$ cat src/pfp_defines.vh
/*
 * constants for the function power-state control block: register
 * offsets, field positions, reset values, state codes and timing counts.
 * assumes a 250 MHz register clock (4 ns period).
 */
`ifndef PFP_DEFINES_VH
`define PFP_DEFINES_VH

// register byte offsets
`define PFP_CAP_OFS 8'h00
`define PFP_CSR_OFS 8'h04
`define PFP_CTL_OFS 8'h08
`define PFP_STS_OFS 8'h0C

// capability register fields
`define PFP_CAP_DSI_BIT 5
`define PFP_CAP_D1_BIT 9
`define PFP_CAP_D2_BIT 10

// control/status register fields
`define PFP_CSR_STATE_LSB 0
`define PFP_CSR_WAKE_EN_BIT 8

// status register fields
`define PFP_STS_BUSY_BIT 0
`define PFP_STS_READY_BIT 1
`define PFP_STS_REJECT_BIT 2

// power state codes
`define PFP_D0 2'h0
`define PFP_D1 2'h1
`define PFP_D2 2'h2
`define PFP_D3 2'h3

// reset values
`define PFP_CSR_RST 32'h00000000
`define PFP_CTL_RST 32'h00000000

// timing
`define PFP_CLK_MHZ 250
`define PFP_READY_MS 10
`define PFP_READY_CYC (`PFP_READY_MS * 1000 * `PFP_CLK_MHZ)
`define PFP_SETTLE_CYC 8'h10

`endif

$ cat src/pfp_sync2.v
/*
 * two-flop synchroniser for one level input.
 * assumes the input is asynchronous to clk_i.
 */
`timescale 1ns/1ps
module pfp_sync2 (
	input wire clk_i,
	input wire rst_i,
	input wire d_i,
	output wire q_o
);
	reg meta_r;
	reg sync_r;

	// first flop feeds only the second
	always @(posedge clk_i) begin
		if (rst_i) begin
			meta_r <= 1'b0;
			sync_r <= 1'b0;
		end else begin
			meta_r <= d_i;
			sync_r <= meta_r;
		end
	end

	assign q_o = sync_r;
endmodule // pfp_sync2

$ cat src/pfp_counter.v
/*
 * down counter with load; done flags zero.
 * assumes load and count are from the same clock domain.
 */
`timescale 1ns/1ps
module pfp_counter #(
	parameter W = 24
) (
	input wire clk_i,
	input wire rst_i,
	input wire load_i,
	input wire [W-1:0] value_i,
	output wire done_o
);
	reg [W-1:0] cnt_r;

	// counts down to zero and holds there
	always @(posedge clk_i) begin
		if (rst_i) begin
			cnt_r <= {W{1'b0}};
		end else if (load_i) begin
			cnt_r <= value_i;
		end else if (cnt_r != {W{1'b0}}) begin
			cnt_r <= cnt_r - {{(W-1){1'b0}}, 1'b1};
		end
	end

	assign done_o = (cnt_r == {W{1'b0}});
endmodule // pfp_counter

$ cat src/pfp_power_ctrl.v
/*
 * function power-state control behind a classic wishbone slave.
 * holds the capability register, the control/status register with the
 * power state and wake enable, a control register and a status register.
 * assumes a single 250 MHz clock, synchronous active-high reset, and a
 * wake request pin that is asynchronous to the clock.
 */
// The address map and the Wishbone slave port were decided locally.
`timescale 1ns/1ps
`include "pfp_defines.vh"
module pfp_power_ctrl #(
	parameter READY_CYC = `PFP_READY_CYC,
	parameter SUPPORT_D1 = 1,
	parameter SUPPORT_D2 = 1,
	parameter DSI_REQUIRED = 0
) (
	input wire clk_i,
	input wire rst_i,
	input wire cyc_i,
	input wire stb_i,
	input wire we_i,
	input wire [7:0] adr_i,
	input wire [3:0] sel_i,
	input wire [31:0] dat_i,
	output reg [31:0] dat_o,
	output wire ack_o,
	output wire err_o,
	input wire wake_req_i,
	output wire wake_n_o,
	output wire wake_n_oe_o,
	output wire [1:0] power_state_o,
	output wire func_ready_o,
	output wire io_enable_o
);
	// ****************************************************************
	// wishbone slave
	// ****************************************************************
	reg ack_r;
	wire req = cyc_i & stb_i & ~ack_r;
	// writes land on the edge where the master samples ack high, not before
	wire wr = cyc_i & stb_i & we_i & ack_r;
	wire rd = req & ~we_i;
	wire hit_cap = (adr_i == `PFP_CAP_OFS);
	wire hit_csr = (adr_i == `PFP_CSR_OFS);
	wire hit_ctl = (adr_i == `PFP_CTL_OFS);
	wire hit_sts = (adr_i == `PFP_STS_OFS);
	wire mapped = hit_cap | hit_csr | hit_ctl | hit_sts;

	// one cycle ack; unmapped reads give zero, unmapped writes are dropped
	always @(posedge clk_i) begin
		if (rst_i) begin
			ack_r <= 1'b0;
		end else begin
			ack_r <= req;
		end
	end
	assign ack_o = ack_r;
	assign err_o = 1'b0; // invalid state writes are not an error

	// ****************************************************************
	// capability register
	// ****************************************************************
	wire [31:0] cap_val;
	assign cap_val = {16'h0000,
		5'h00,
		(SUPPORT_D2 != 0),
		(SUPPORT_D1 != 0),
		3'h0,
		(DSI_REQUIRED != 0),
		5'h00}; // dsi flag at bit 5

	// ****************************************************************
	// power state and wake enable
	// ****************************************************************
	reg [1:0] state_r;
	reg [1:0] target_r;
	reg wake_en_r;
	reg busy_r;
	reg reject_r;
	reg [31:0] ctl_r;
	wire settle_done;
	wire [1:0] wr_state = dat_i[`PFP_CSR_STATE_LSB+1:`PFP_CSR_STATE_LSB];

	// D0 and D3 are always taken; D1 and D2 only when the capability register reports them
	reg supported;
	always @* begin
		case (wr_state)
			`PFP_D0: supported = 1'b1;
			`PFP_D1: supported = (SUPPORT_D1 != 0);
			`PFP_D2: supported = (SUPPORT_D2 != 0);
			`PFP_D3: supported = 1'b1;
			default: supported = 1'b0;
		endcase
	end

	wire csr_wr = wr & hit_csr;
	wire state_wr_lo = csr_wr & sel_i[0];
	wire state_go = state_wr_lo & supported & (wr_state != target_r);

	// settle timer models the transition taking effect
	pfp_counter #(
		.W(8)
	) u_settle (
		.clk_i(clk_i),
		.rst_i(rst_i),
		.load_i(state_go),
		.value_i(`PFP_SETTLE_CYC),
		.done_o(settle_done)
	);

	// state field moves only after the transition completes
	always @(posedge clk_i) begin
		if (rst_i) begin
			state_r <= `PFP_D0;
			target_r <= `PFP_D0;
			busy_r <= 1'b0;
		end else if (state_go) begin
			target_r <= wr_state; // accept supported code
			busy_r <= 1'b1;
		end else if (busy_r & settle_done) begin
			state_r <= target_r; // field reflects entered state
			busy_r <= 1'b0;
		end
	end

	// an unsupported code leaves state untouched and only sets a sticky flag
	always @(posedge clk_i) begin
		if (rst_i) begin
			reject_r <= 1'b0;
		end else if (state_wr_lo & ~supported) begin
			reject_r <= 1'b1; // write data discarded
		end else if (wr & hit_sts & sel_i[0] & dat_i[`PFP_STS_REJECT_BIT]) begin
			reject_r <= 1'b0;
		end
	end

	// wake enable and control register
	always @(posedge clk_i) begin
		if (rst_i) begin
			wake_en_r <= 1'b0;
			ctl_r <= `PFP_CTL_RST;
		end else begin
			if (csr_wr & sel_i[1]) begin
				wake_en_r <= dat_i[`PFP_CSR_WAKE_EN_BIT];
			end
			if (wr & hit_ctl & sel_i[0]) begin
				ctl_r <= {31'h00000000, dat_i[0]};
			end
		end
	end

	// ****************************************************************
	// post-reset readiness
	// ****************************************************************
	reg ready_load_r;
	wire ready_done;
	always @(posedge clk_i) begin
		if (rst_i) begin
			ready_load_r <= 1'b1;
		end else begin
			ready_load_r <= 1'b0;
		end
	end

	// readiness window after reset; must not exceed the 10 ms limit
	pfp_counter #(
		.W(22)
	) u_ready (
		.clk_i(clk_i),
		.rst_i(rst_i),
		.load_i(ready_load_r),
		.value_i(READY_CYC[21:0]),
		.done_o(ready_done)
	);
	assign func_ready_o = ready_done & ~ready_load_r;

	// ****************************************************************
	// wake line
	// ****************************************************************
	wire wake_sync;
	pfp_sync2 u_wake_sync (
		.clk_i(clk_i),
		.rst_i(rst_i),
		.d_i(wake_req_i),
		.q_o(wake_sync)
	);
	// open drain: drive low only when enabled
	assign wake_n_o = 1'b0;
	assign wake_n_oe_o = wake_sync & wake_en_r;

	// io enable mirrors software control, forced off outside D0
	assign io_enable_o = ctl_r[0] & (state_r == `PFP_D0);
	assign power_state_o = state_r;

	// ****************************************************************
	// read data
	// ****************************************************************
	reg [31:0] rd_val;
	always @* begin
		rd_val = 32'h00000000;
		if (hit_cap) begin
			rd_val = cap_val;
		end else if (hit_csr) begin
			rd_val = {23'h000000, wake_en_r, 6'h00, state_r};
		end else if (hit_ctl) begin
			rd_val = ctl_r;
		end else if (hit_sts) begin
			rd_val = {29'h00000000, reject_r, func_ready_o, busy_r};
		end
	end

	always @(posedge clk_i) begin
		if (rst_i) begin
			dat_o <= 32'h00000000;
		end else if (rd & mapped) begin
			dat_o <= rd_val;
		end else if (rd) begin
			dat_o <= 32'h00000000;
		end
	end
endmodule // pfp_power_ctrl

$ cat config.mk
export PLATFORM = sky130hd
export DESIGN_NAME = pfp_power_ctrl
export DESIGN_NICKNAME = d
export VERILOG_FILES = /design/src/pfp_sync2.v /design/src/pfp_counter.v /design/src/pfp_power_ctrl.v
export VERILOG_INCLUDE_DIRS = /design/src
export SDC_FILE = /design/constraint.sdc
export NUM_CORES = 1
export LEC_CHECK = 0
export ABC_AREA = 0
export BUFFER_PORTS_ARGS = -buffer_cell sky130_fd_sc_hd__buf_4
export CORE_MARGIN = 3
export CORE_UTILIZATION = 35
export DETAILED_ROUTE_END_ITERATION = 10
export PLACE_DENSITY = 0.65
export SETUP_SLACK_MARGIN = 0.5
export SLEW_MARGIN = 15
export SYNTH_ARGS = -nofsm -noshare
export SYNTH_HDL_FRONTEND = slang
export SYNTH_SLANG_ARGS = --single-unit
$ cat constraint.sdc
create_clock -name clk_i -period 2.08 [get_ports clk_i]
set_input_delay 0.104 -clock clk_i [delete_from_list [all_inputs] [get_ports clk_i]]
set_output_delay 0.104 -clock clk_i [all_outputs]
set_load 0.005 [all_outputs]
==> impl_metrics.toml <==
[outcome]
outcome = "finished, final reports clean"

[worst_setup_path]
worstPathMaxFanout = 4
slowest_delay_ns = 0.33
crit_slowest_cell = "dfxtp_2"
setup.worst_path.class = "register to register"
cp_data_required_time_ns = 2.26
critPathCaptureType = "register"
crit_chain = "inv_2, ha_4, nor4b_4, buf_6, nand3_4, buf_4, o211ai_1, xor2_1, nor2_1"
arrival_ns = 1.87
critPathLaunchType = "register"

[final_layout]
fin_nets = 389
fill_cells = 611
area_growth_pct = 31.3
final_core_util_pct = 48.8
seqCellArea_um2 = 917
antennaDiodeCount = 0
multi_input_area_um2 = 1520
layout-drive-gt1-share_pct = 35.3

[global_route]
use_met3_pct = 3.41
top_usage_layer = "met2"
grt_use_met2_pct = 22.0
gr-usage-met1_pct = 17.5
grt_start_max_net_pins = 28
grt_pass1_wl_um = 8690
antenna_found_initial = 0
grtUsageTotal_pct = 13.5
grt_overflow_total = 0
grt_pass1_vias = 1930

[floorplanning]
die_w_um = 89.5
io-pin-count = 90
coreArea_um2 = 6570
die-area_um2 = 8010
fp-row-count = 29
die_h_um = 89.5
start_util_pct = 37.2

[detailed_routing]
num_vias = 2094
viasPerCell = 4.87
drt-pass1-iter-count = 4
drt-total-wl_um = 5510
drc = 0
final_antenna_net_count = 0
wire_per_inst_um = 12.8
drtIter0Drc = 115

[clocking]
clock_latency_ns = 0.30
cts_buffers = 5
root_buffer = "clkbuf_8"
cts_num_sinks = 45
htree_levels = 2
clkTransAtPathRegs_ns = 0.09
cts_tree = "yes"
ctsLongestPathBuffers = 2

[logic_synthesis]
synth_flop_cell = "dfxtp_1"
synth_top_area_cell = "dfxtp_1"
synth_edf_count = 0
syn_avg_cell_area_um2 = 8.75
synthArstFlopShare_pct = 0
synthCells = 279
synthTopCellsByArea = "dfxtp_1, buf_4, nor2_1, xor2_1, a21oi_1"
ys_seq_area_share_pct = 36.9
synth-seq-cells = 45
ys_top_cells_by_count = "dfxtp_1, nor2_1, buf_4"
synth_warnings = 0
synth_most_common_cell = "dfxtp_1"
yosysTopAreaCellShare_pct = 36.9
syn_area_um2 = 2440
synth.distinct_cells = 53

[timing]
post-route-period-util_pct = 81.1
fin_skew_ns = 0.00968
setup_viol = 0
fmax_mhz = 593
rsz0062_at_grt = "true"
setup_tns_ns = 0
fin_crit_ns = 1.69
hold_violations = 0
drv_slew = 0

[power]
vdd_drop_max_mv = 0.570
power_leakage_uw = 0.00126
powerDensity_nw_per_um2 = 835

[placed_design]
port_buffers = 29
post-dp-hpwl_um = 3550
place_congestion = 0.767

[run]
maxCapViolCount = 0

[hold_path]
worstHoldPathType = "input port to register"
cells by family (layout without fill, tap and decap cells):
| family | Yosys count | count (layout) | synth area share (%) |
|---|---|---|---|
| buffers and inverters | 51 | 81 | 12.9 |
| AOI/OAI and AO/OA | 35 | 35 | 10.1 |
| DFF | 45 | 45 | 36.9 |
| xor gates and xnor gates | 21 | 21 | 7.53 |
| and+or+nand+nor | 115 | 115 | 27.5 |
| muxes | 8 | 8 | 3.33 |
| other | 1 | 29 | 0.154 |
| adders and majority gates | 3 | 3 | 1.54 |
final timing paths:
path / start / to / slack, ns / depth (start not counted)
hold reg to reg: ack_o$_SDFF_PP0_ / ack_o$_SDFF_PP0_ / 0.44 / 1
hold / removal: wake_req_i / u_wake_sync.meta_r$_SDFF_PP0_ / 0.008 / 2
setup / recovery: u_ready.cnt_r[1]$_SDFFE_PP0P_ / u_ready.cnt_r[4]$_SDFFE_PP0P_ / 0.39 / 9
setup reg to reg: u_ready.cnt_r[1]$_SDFFE_PP0P_ / u_ready.cnt_r[4]$_SDFFE_PP0P_ / 0.39 / 9
per-stage QoR:
stage	cells	setup WS (ns)	total power, uW	hold WS, ns	area (um^2)
CTS	422	0.390	2510	0.00475	3020
global route	430	0.313	2860	0.0265	3210
detailed placement	396	0.245	1740	0.327	2680
finish	430	0.393	2680	0.00826	3210
global placement	396	0.266	1720	0.318	2680
floorplan	307	0.486	1630	0.132	2570
worst max-delay path: cells and delay by family (launching register included):
| family | cells | cell delay (ns) |
|---|---|---|
| adder cells (fa/ha/maj) | 1 | 0.13 |
| XOR/XNOR | 1 | 0.18 |
| AO/OA/AOI/OAI | 1 | 0.20 |
| buffers and inverters | 3 | 0.39 |
| flip-flops | 1 | 0.33 |
| AND/OR/NAND/NOR | 3 | 0.33 |
power by group:
part	total [uW]	switching (uW)	internal [uW]	leakage, uW
Combinational	930	448	482	0.000836
Sequential	1080	113	962	0.000372
Clock	671	311	360	0.0000543
Total	2680	872	1800	0.00126
routing by layer:
layer  vias to the layer above  part of all wire, %
met1                       992                   44
met5                         -                    0
met3                         9                  5.3
met4                         0                  1.3
met2                        62                   49
li1                       1031                    -
layout make-up:
cell class | instances | area share (%)
multi-input combinational | 211 | 47.3
sequential | 45 | 28.6
timing repair buffer | 62 | 15.5
tap | 93 | 3.63
clock buffer | 5 | 2.15
clock inverter | 3 | 1.44
inverter | 11 | 1.37
cells in the final DEF, fill, tap and decap left out, types with 2 or more instances in the layout:
| cell | count |
|---|---|
| buf_4 | 54 |
| dfxtp_1 | 38 |
| nor2_1 | 33 |
| conb_1 | 29 |
| nand2_1 | 14 |
| xor2_1 | 14 |
| a21oi_1 | 12 |
| nand4_1 | 11 |
| inv_1 | 8 |
| buf_6 | 8 |
| mux2i_1 | 7 |
| nor3_1 | 7 |
| xnor2_1 | 6 |
| nor4_1 | 6 |
| clkbuf_8 | 5 |
| nor2b_1 | 4 |
| nand3_1 | 4 |
| dfxtp_2 | 4 |
| nor3_4 | 3 |
| nor3b_1 | 3 |
| a21oi_2 | 3 |
| nand3_2 | 3 |
| dfxtp_4 | 3 |
| nor4_4 | 2 |
| or2_4 | 2 |
| a2111oi_4 | 2 |
| or3_4 | 2 |
| or3_1 | 2 |
| a211oi_1 | 2 |
| or3_2 | 2 |
| o31a_1 | 2 |
| a211oi_2 | 2 |
| ha_4 | 2 |
what timing repair did:
item / 4_1_cts / 5_1_grt
setup buffers: 18 / 8
resized for setup: 24 / 28
hold buffers: 0 / 0
setup endpoints to repair: 27 / 36
pin swaps: 16 / 21
registers in the layout, summed over array words and instances, names as in the netlist:
register            flops
ack_o                   1
busy_r                  1
ctl_r                   1
dat_o                   4
power_state_o           2
ready_load_r            1
target_r                2
u_ready.cnt_r          22
u_settle.cnt_r          8
u_wake_sync.meta_r      1
u_wake_sync.q_o         1
wake_en_r               1
No activity file was read; power rests on OpenSTA's default activity.
